## src/shared/rsx_consts.vh

```
// Constants for the return stack and call/reset execution block.
// Assumes a 21-bit byte program counter and 16-bit instruction words.
`ifndef RSX_CONSTS_VH
`define RSX_CONSTS_VH
`define RSX_PC_W 21
`define RSX_PTR_W 5
`define RSX_DEPTH 31
`define RSX_PC_RESET 21'h00_0000
`define RSX_PTR_RESET 5'h00
`define RSX_STAT_RESET 5'h00
`define RSX_OP_DISCARD 16'h0006
`define RSX_OP_PUSH 16'h0005
`define RSX_OP_SWRESET 16'h00FF
`define RSX_RELATIVE_SUBROUTINE_CALL_MASK 16'hF800
`define RSX_RELATIVE_SUBROUTINE_CALL_CODE 16'hD800
`define RSX_OFS_MSB 10
`define RSX_PC_STEP 21'h00_0002
`define RSX_Q_LAST 2'h3
`define RSX_Q_FIRST 2'h0
`endif

```

## src/rtl/rsx_stack.v

```verilog
// Return stack storage: an indexed array addressed by a pointer.
// Assumes push and pop are never requested in the same cycle.
`timescale 1ns/10ps
`include "rsx_consts.vh"
module rsx_stack (
  input wire mclk,
  input wire rst_n,
  input wire push,
  input wire pop,
  input wire [`RSX_PC_W-1:0] push_value,
  output wire [`RSX_PC_W-1:0] stack_top_value,
  output wire [`RSX_PTR_W-1:0] stack_ptr
);
  reg [`RSX_PC_W-1:0] mem [0:`RSX_DEPTH];
  reg [`RSX_PTR_W-1:0] ptr_reg;
  reg [`RSX_PTR_W-1:0] ptr_next;
  // =========================================================
  // Pointer
  // =========================================================
  always @*
  begin
    ptr_next = ptr_reg;
    if (push)
    begin
      ptr_next = ptr_reg + 1'b1;
    end
    else if (pop)
    begin
      ptr_next = ptr_reg - 1'b1;
    end
  end
  always @(posedge mclk or negedge rst_n)
  begin
    if (!rst_n)
    begin
      ptr_reg <= `RSX_PTR_RESET;
    end
    else
    begin
      ptr_reg <= ptr_next;
    end
  end
  // The array itself is not reset; entries 1 up to the pointer are written
  // before they can be read, but entry 0 is read unwritten after reset.
  always @(posedge mclk)
  begin
    if (push)
    begin
      mem[ptr_next] <= push_value;
    end
  end
  assign stack_top_value = mem[ptr_reg];
  assign stack_ptr = ptr_reg;
endmodule

```

## src/rtl/rsx_exec.v

```verilog
// Execution of discard, push, relative call and software reset.
// Assumes one instruction word per cycle, sampled at phase 0, with
// a four-phase counter kept here that the software reset restarts.
`timescale 1ns/10ps
`include "rsx_consts.vh"
module rsx_exec (
  input wire mclk,
  input wire rst_n,
  input wire instr_valid,
  input wire [15:0] instr_word,
  input wire [4:0] status_in,
  output reg [`RSX_PC_W-1:0] pc_out,
  output reg [4:0] status_out,
  output wire [`RSX_PC_W-1:0] stack_top_value,
  output wire [`RSX_PTR_W-1:0] stack_ptr,
  output reg master_clear_reset,
  output wire busy,
  output wire [1:0] q_phase
);
  // A relative call spends the rest of its own instruction cycle in
  // ST_FLUSH and the whole next one in ST_IDLE while the fetch refills.
  localparam ST_RUN = 2'b00;
  localparam ST_FLUSH = 2'b01;
  localparam ST_IDLE = 2'b10;
  // Instruction classes handled by this block.
  localparam CL_NONE = 3'b000;
  localparam CL_DISCARD = 3'b001;
  localparam CL_PUSH = 3'b010;
  localparam CL_CALL = 3'b011;
  localparam CL_RESET = 3'b100;
  reg [1:0] state_reg;
  reg [1:0] state_next;
  reg [1:0] q_reg;
  reg [`RSX_PC_W-1:0] pc_next;
  reg [4:0] status_next;
  reg reset_next;
  reg push_req;
  reg pop_req;
  wire [`RSX_PC_W-1:0] pc_inc;
  wire [`RSX_PC_W-1:0] offset_x2;
  wire take;
  wire [2:0] op_class;
  wire stack_rst_n;
  // Sorts an instruction word into one of the classes above.
  function [2:0] rsx_op_class;
    input [15:0] w;
    begin
      if (w == `RSX_OP_DISCARD)
      begin
        rsx_op_class = CL_DISCARD;
      end
      else if (w == `RSX_OP_PUSH)
      begin
        rsx_op_class = CL_PUSH;
      end
      else if ((w & `RSX_RELATIVE_SUBROUTINE_CALL_MASK) == `RSX_RELATIVE_SUBROUTINE_CALL_CODE)
      begin
        rsx_op_class = CL_CALL;
      end
      else if (w == `RSX_OP_SWRESET)
      begin
        rsx_op_class = CL_RESET;
      end
      else
      begin
        rsx_op_class = CL_NONE;
      end
    end
  endfunction
  // The program counter holds the byte address of the word in hand;
  // every instruction word is two bytes long.
  assign pc_inc = pc_out + `RSX_PC_STEP;
  // Offset is sign extended to the PC width and scaled to bytes.
  assign offset_x2 = {{(`RSX_PC_W-`RSX_OFS_MSB-2)
                       {instr_word[`RSX_OFS_MSB]}},
                      instr_word[`RSX_OFS_MSB:0], 1'b0};
  assign take = instr_valid && (q_reg == `RSX_Q_FIRST) &&
                (state_reg == ST_RUN) && !master_clear_reset;
  assign busy = (state_reg != ST_RUN);
  assign q_phase = q_reg;
  assign op_class = rsx_op_class(instr_word);
  // The stack pointer is cleared by the pin reset and by the software
  // reset pulse alike; the pulse comes from a flop, so it is clean.
  assign stack_rst_n = rst_n & ~master_clear_reset;
  // =========================================================
  // Decode and next state
  // =========================================================
  // Only a word taken at phase 0 of a free instruction cycle is
  // decoded; a word offered in another phase or while the fetch
  // refills is dropped without notice.
  always @*
  begin
    state_next = state_reg;
    pc_next = pc_out;
    status_next = status_in;
    reset_next = 1'b0;
    push_req = 1'b0;
    pop_req = 1'b0;
    if (master_clear_reset)
    begin
      // The pulse wins over any word offered in the same cycle.
      // all back to reset
      pc_next = `RSX_PC_RESET;
      status_next = `RSX_STAT_RESET;
      state_next = ST_RUN;
    end
    else
    begin
      case (state_reg)
        ST_RUN:
        begin
          if (take)
          begin
            pc_next = pc_inc;
            case (op_class)
              CL_DISCARD:
              begin
                pop_req = 1'b1;
              end
              CL_PUSH:
              begin
                push_req = 1'b1;
              end
              CL_CALL:
              begin
                push_req = 1'b1;
                pc_next = pc_inc + offset_x2;
                state_next = ST_FLUSH;
              end
              CL_RESET:
              begin
                reset_next = 1'b1;
              end
              default:
              begin
                // Unknown words only advance the program counter.
                pc_next = pc_inc;
              end
            endcase
          end
        end
        ST_FLUSH:
        begin
          if (q_reg == `RSX_Q_LAST)
          begin
            state_next = ST_IDLE;
          end
        end
        ST_IDLE:
        begin
          if (q_reg == `RSX_Q_LAST)
          begin
            state_next = ST_RUN;
          end
        end
        default:
        begin
          // An unused code falls back to normal running.
          state_next = ST_RUN;
        end
      endcase
    end
  end
  // =========================================================
  // Registers
  // =========================================================
  // The reset pulse lasts one cycle and is also exported so the rest
  // of the core can clear its own state the same way as the pin does.
  always @(posedge mclk or negedge rst_n)
  begin
    if (!rst_n)
    begin
      state_reg <= ST_RUN;
      q_reg <= `RSX_Q_FIRST;
      pc_out <= `RSX_PC_RESET;
      status_out <= `RSX_STAT_RESET;
      master_clear_reset <= 1'b0;
    end
    else
    begin
      state_reg <= state_next;
      // Restarting the phase count after a software reset lines the
      // next word up with the start of a fresh instruction cycle.
      q_reg <= master_clear_reset ? `RSX_Q_FIRST : q_reg + 1'b1;
      pc_out <= pc_next;
      status_out <= status_next;
      master_clear_reset <= reset_next;
    end
  end
  // =========================================================
  // Return stack
  // =========================================================
  // Return addresses pushed here are byte addresses of the word after
  // the one being executed, so a later return resumes past it.
  rsx_stack i_rsx_stack (
    .mclk(mclk),
    .rst_n(stack_rst_n),
    .push(push_req),
    .pop(pop_req),
    .push_value(pc_inc),
    .stack_top_value(stack_top_value),
    .stack_ptr(stack_ptr)
  );
endmodule

```

## config.mk

```make
export PLATFORM = sky130hd
export DESIGN_NAME = rsx_exec
export DESIGN_NICKNAME = d
export VERILOG_FILES = /design/src/rtl/rsx_stack.v /design/src/rtl/rsx_exec.v
export VERILOG_INCLUDE_DIRS = /design/src /design/src/shared
export SDC_FILE = /design/constraint.sdc
export NUM_CORES = 1
export LEC_CHECK = 0
export BUFFER_PORTS_ARGS = -buffer_cell sky130_fd_sc_hd__buf_4
export CORE_ASPECT_RATIO = 0.7
export CORE_MARGIN = 4
export CORE_UTILIZATION = 50
export CTS_CLUSTER_SIZE = 16
export DETAILED_ROUTE_END_ITERATION = 10
export HOLD_SLACK_MARGIN = 0.03
export PLACE_DENSITY_LB_ADDON = 0.12
export SYNTH_ARGS = -nofsm -noshare
export SYNTH_HDL_FRONTEND = slang
export SYNTH_SLANG_ARGS = --single-unit
```

## constraint.sdc

```tcl
create_clock -name mclk -period 7.4 [get_ports mclk]
set_input_delay 1.48 -clock mclk [delete_from_list [all_inputs] [get_ports mclk]]
set_output_delay 1.48 -clock mclk [all_outputs]
set_load 0.01 [all_outputs]
```

======== Word level (Yosys, flattened, before mapping) ========
Memories as Yosys holds them, arrays and structs flattened.
Cells that the tools add are included.
word-level totals
  memory bits (writable) .................. 672
  word-level logic and storage cells ...... 73
  latch bits .............................. 0
  memories ................................ 1
  output and inout port bits .............. 56
  bits in read-only memories .............. 0
  bits in registers ....................... 36
  input bits .............................. 24
memory list
  name             depth  bits a word  rd ports  clocked after memory_dff  write ports  RTL line        source
  i_rsx_stack.mem  32     21           1         0                         1            rsx_stack.v:14  reg [`RSX_PC_W-1:0] mem [0:`RSX_DEPTH];
operators by class
  add/subtract/negate cells ............... 5
  bitwise operators ....................... 2
  equality and inequality tests ........... 15
  mux-type cells .......................... 32
  div/mod/pow operators ................... 0
  $mul .................................... 0
  reductions and logical operators ........ 12
  shift operators ......................... 0
  $lt $le $gt $ge ......................... 0
operators with widths
  cell                                                                      number
  21-bit 2-to-1 mux                                                         4
  16-bit by 3-bit == test with 1-bit output (second input constant)         2
  21-bit by 2-bit adder with 21-bit output (second input constant)          1
  21-bit adder                                                              1
  16-bit by 8-bit == test with 1-bit output (second input constant)         1
  5-bit 2-to-1 mux                                                          3
  1-bit 2-to-1 mux                                                          14
  2-bit 2-to-1 mux                                                          6
  3-bit 2-to-1 mux                                                          4
  3-bit inequality test (second input constant)                             3
  3-bit by 2-bit == test with 1-bit output (second input constant)          2
  2-bit one-hot mux with 3 select lines                                     1
  2-bit nonzero test                                                        3
  5-bit by 1-bit adder with 5-bit output (second input constant)            1
  5-bit == test (second input constant)                                     1
  5-bit by 1-bit subtractor with 5-bit output (second input constant)       1
  2-bit == test (second input constant)                                     2
  2-bit zero test                                                           2
  4-bit AND reduction                                                       1
  3-bit by 1-bit == test with 1-bit output (second input constant)          1
  3-bit == test (second input constant)                                     1
  1-bit logical AND                                                         3
  3-bit by 2-bit inequality test with 1-bit output (second input constant)  1
  2-bit by 1-bit adder with 2-bit output (second input constant)            1
  other kinds (6)                                                           6

======== Depth between registers and ports, before layout ========
  word-level depth ........................ 13
  mapped depth ............................ 13
  mapped depth without buffers ............ 13

======== Hierarchy ========
A second synthesis with hierarchy kept.
second synthesis, totals
  cells, all modules ...................... 1713
  area, all modules ....................... 29151.7 µm²
modules (own cells, without submodules)
  module     area an instance (µm²)  cells an instance  seq. area each (µm²)  instances
  rsx_stack  26340.3                 1362               20304.5               1
  rsx_exec   2811.4                  351                750.7                 1

======== Least setup slack after synthesis ========
No wires, ideal clock.
  path kind ............................... input to register
  start ................................... input port instr_word[9]
  end ..................................... memory i_rsx_stack.mem[24][10] in the netlist's numbering (enable)
  data required time ...................... 6952 ps
  stages on the path ...................... 7
  library setup time ...................... 448 ps
  arrival ................................. 5156 ps
  setup slack ............................. 1796 ps
  path buffers ............................ 0
  cell sequence ........................... or4b_1 nor3_1 a31o_2 nand3_1 o21ai_0 a32oi_2 nor4_1
on the way
  cells in the longest elaborated chain, start to end .. 13
  elaborated cells between the ends (all ways) .. 23
  those cells by class .................... 6 x eq/ne; 16 x mux; 1 x reduce/logical
ends and longest elaborated chain
  element                                              RTL line        source
  start: declaration                                   rsx_exec.v:10   input wire [15:0] instr_word,
  16-bit by 8-bit == test with 1-bit output (no line)  n/a
  3-bit 2-to-1 mux                                     rsx_exec.v:60   else if (w == `RSX_OP_SWRESET)
  3-bit 2-to-1 mux                                     rsx_exec.v:56   else if ((w & `RSX_RELATIVE_SUBROUTINE_CALL_MASK) == `RSX_RELATIVE_SUBROUTINE_CALL_CODE)
  3-bit 2-to-1 mux                                     rsx_exec.v:52   else if (w == `RSX_OP_PUSH)
  3-bit 2-to-1 mux (*)                                 rsx_exec.v:48   if (w == `RSX_OP_DISCARD)
  3-bit by 2-bit == test with 1-bit output             rsx_exec.v:115  case (op_class)
  2-bit OR reduction (no line)                         n/a
  1-bit 2-to-1 mux                                     rsx_exec.v:115
  1-bit 2-to-1 mux                                     rsx_exec.v:112  if (take)
  1-bit 2-to-1 mux                                     rsx_exec.v:109  case (state_reg)
  1-bit 2-to-1 mux                                     rsx_exec.v:99   if (master_clear_reset)
  1-bit 2-to-1 mux                                     rsx_stack.v:47  if (push)
  1-bit 2-to-1 mux (not written as such)               rsx_stack.v:49  mem[ptr_next] <= push_value;
  end: declaration                                     rsx_stack.v:14
Every way passes the cells marked *; elsewhere a longest branch is shown, timed or not.

======== Worst setup path in the final report ========
  start ................................... register i_rsx_stack.ptr_reg[0], in the netlist i_rsx_stack.stack_ptr[0]
  end ..................................... output port stack_top_value[6]
on the way
  cells in the longest elaborated chain, start to end .. 1
ends and longest elaborated chain
  element                   RTL line        source
  start: declaration        rsx_stack.v:15  reg [`RSX_PTR_W-1:0] ptr_reg;
  start signal: assignment  rsx_stack.v:36  ptr_reg <= `RSX_PTR_RESET;
  start signal: assignment  rsx_stack.v:40  ptr_reg <= ptr_next;
  memory 32 x 21 bit        n/a
  end: declaration          rsx_exec.v:14   output wire [`RSX_PC_W-1:0] stack_top_value,
Every way passes these cells.

==> run_results.csv <==
group,metric,value,unit
floorplan,dieArea,59300,sq um
floorplan,io-pin-count,80,
logic_synthesis,synth_cells,1372,
timing,finClkSkew,0.0169,ns
pwr,pwr-share-comb,12.2,%
critical_path,critPathLaunch,"i_rsx_stack.stack_ptr[0]$_DFF_PN0_",
cts,htree_num_levels,2,
finish,drive_gt1_share,32.1,%
timing,finalSetupViolations,0,
drt,drtPass1Iterations,5,
drt,drc,0,
finish,area_growth,13.4,%
pwr,swShare,24.5,%
min_path,worstHoldPathType,"flop to flop",
global_route,grt.busiest_layer,"met1",
global_route,use_met2,34.6,%
logic_synthesis,async_flop_share,5.19,%
timing,fin_crit_sh,73.9,%
cts,cts_tree,"done",
drt,wl,67300,um
logic_synthesis,synth_warnings,0,
finish,layout.cells.most_common,"edfxtp_1",
cts,cts_made_buffers,60,
critical_path,cp_max_fo,49,
timing,clock.fmax,0.183,GHz
pwr,power.leakage,10.3,nW
global_route,grt_pass1_wl,99900,um
pwr,power_frac_clock,34.2,%
logic_synthesis,syn_area,27700,sq um
global_route,track_usage,23.4,%
floorplan,core,54300,sq um
finish,largest_register,"i_rsx_stack.mem",
pwr,p_seq_share,53.6,%
logic_synthesis,synth_flop_cell,"edfxtp_1",
global_route,overflow,0,
drt,drt_iter0_drc,1687,
floorplan,start_util,51.0,%
cts,clkTransAtPathRegs,0.06,ns
finish,largest_reg_flops,640,
finish,nets,1549,
logic_synthesis,seq_area_frac_synth,72.5,%
pwr,power_switching,0.00206,W
pwr,intPower,0.00633,W
drt,ant_nets,0,
cts,clock-sinks,675,
timing,setup_tns,0,ns
logic_synthesis,synth-seq-cells,675,
drt,wl_per_cell,29.6,um
critical_path,cp-end-kind,"output port",
critical_path,critPathKind,"flop to output port",
drt,via_count,14200,
cts,ctsHoldBuffers,0,
cts,post_cts_buffers,0,
cts,cts_max_path_buffers,3,
timing,rsz0062_at_grt,"no",
min_path,min_from,"q_phase[0]$_DFF_PN0_",
finish,final_core_util,57.9,%
floorplan,num_rows,71,
flow_run,drv_cap,0,
global_route,grt_pass1_vias,14000,
logic_synthesis,synth_cell_type_count,68,
pwr,power_density,267,nW/um^2
critical_path,critPathLaunchType,"flop",
global_route,antenna_found_initial,3,
cts,cts-root-buf,"clkbuf_16",
min_path,whs_path_depth,1,
critical_path,r2r-start,"pc_out[2]$_DFFE_PN0P_",
placed_design,numPortBuffers,77,
critical_path,cp_data_required_time,5.92,ns
cts,ctsResizeCount,0,
floorplan,die_w,289,um
timing,worst_pin_slew,1.33,ns
logic_synthesis,syn_area_per_cell,20.2,sq um
timing,slew_headroom,11.3,%
finish,final_cell_mix,"640 x edfxtp_1, 200 x mux4_2, 126 x buf_4",
cts,clk_latency,0.63,ns
timing,hold_viol,0,
placed_design,dp_hpwl,41000,um
status,outcome,"finished, final reports clean",
timing,slew_viol_final,0,
critical_path,reg2regPathDepth,14,
pwr,power,0.00839,W
floorplan,fp.dieH,205,um
drt,vias_per_cell,6.24,
placed_design,gp_congestion,0.870,
pwr,ir_drop,0.000183,V
global_route,grtUsageMet1,37.1,%
global_route,met3_usage,4.64,%
critical_path,worstPathArrival,3.99,ns
logic_synthesis,synth-edff-count,640,
timing,post-route-min-period,5.47,ns
finish,num_antenna_cells,0,
finish,reg.largest.list,"i_rsx_stack.mem (640), pc_out (20)",
global_route,grt_start_max_net_pins,106,
## cell type report
| class | count | area (sq um) |
|---|---|---|
| repair buffers | 128 | 986 |
| fillers | 4020 | 22900 |
| inverters | 18 | 68.8 |
| clock buffers | 77 | 1570 |
| well taps | 730 | 913 |
| multi-input cells | 615 | 7580 |
| flip-flops and latches | 675 | 20100 |
| clock inverters | 31 | 189 |
## path summary, 6_finish.rpt
path / end / slack, ns
worst min-delay path: q_phase[0]$_DFF_PN0_ / 0.48
min in group asynchronous: i_rsx_stack.stack_ptr[3]$_DFF_PN0_ / 0.55
worst min register to register: q_phase[0]$_DFF_PN0_ / 0.48
worst max-delay path: stack_top_value[6] / 1.93
max in group asynchronous: i_rsx_stack.stack_ptr[0]$_DFF_PN0_ / 5.79
worst max register to register: pc_out[20]$_DFFE_PN0P_ / 2.52
## logic make-up (layout without fill, tap and decap cells)
group | Yosys count | count (layout) | share of synthesized area (%)
flip-flops | 675 | 675 | 72.5
multiplexers | 220 | 220 | 17.1
AND/OR/NAND/NOR | 204 | 204 | 3.74
AO/OA/AOI/OAI | 124 | 124 | 3.00
buffers and inverters | 83 | 254 | 1.19
XOR/XNOR | 38 | 38 | 1.20
adder cells (fa/ha/maj) | 27 | 27 | 1.25
other | 1 | 2 | 0.0135
## synthesized netlist by cell type, drive strengths merged (19+ instances only)
cell,number,area share [%]
nand2,44,0.60
dfrtp,35,3.2
a21oi,32,0.58
mux2,20,0.81
ha,26,1.2
nor2,68,0.92
o21ai,34,0.64
buf,22,0.36
xor2,20,0.63
edfxtp,640,69
nand3,19,0.34
clkbuf,43,0.58
mux4,200,16
## layer usage
metal  share of wire (%)  wire length, um  up-vias
met2                  45            30500      537
met4                 1.4              911        2
li1                    -                -     5938
met3                 7.7             5210       70
met5               0.019               13        -
met1                  46            30700     7644
## worst max-delay path: stages (launching register included)
cell     delay, ns
dfrtp_4       1.07
buf_4         0.66
mux4_2        0.61
mux4_2        0.53
mux2_2        0.33
buf_4         0.16
## power by group through the flow
stage / Combinational (W) / Sequential, W / Clock (W)
after global placement: 0.00101 / 0.00458 / 0
after detailed placement: 0.00103 / 0.00458 / 0
final: 0.00102 / 0.00450 / 0.00287
after global routing: 0.00111 / 0.00450 / 0.00311
after CTS: 0.00103 / 0.00450 / 0.00293
after floorplan: 0.000618 / 0.00456 / 0
## per-stage QoR
step           area (sq um)  hold slack (ns)  setup WS (ns)  std cells
3_3_place_gp          29700            0.470           2.23       2166
3_5_place_dp          29700            0.478           2.15       2166
2_1_floorplan         27700            0.501           1.80       1373
5_1_grt               31400            0.493           1.61       2274
6_report              31400            0.479           1.93       2274
4_1_cts               31400            0.488           1.77       2274
Note: power is estimated with default switching activity, not from simulation.
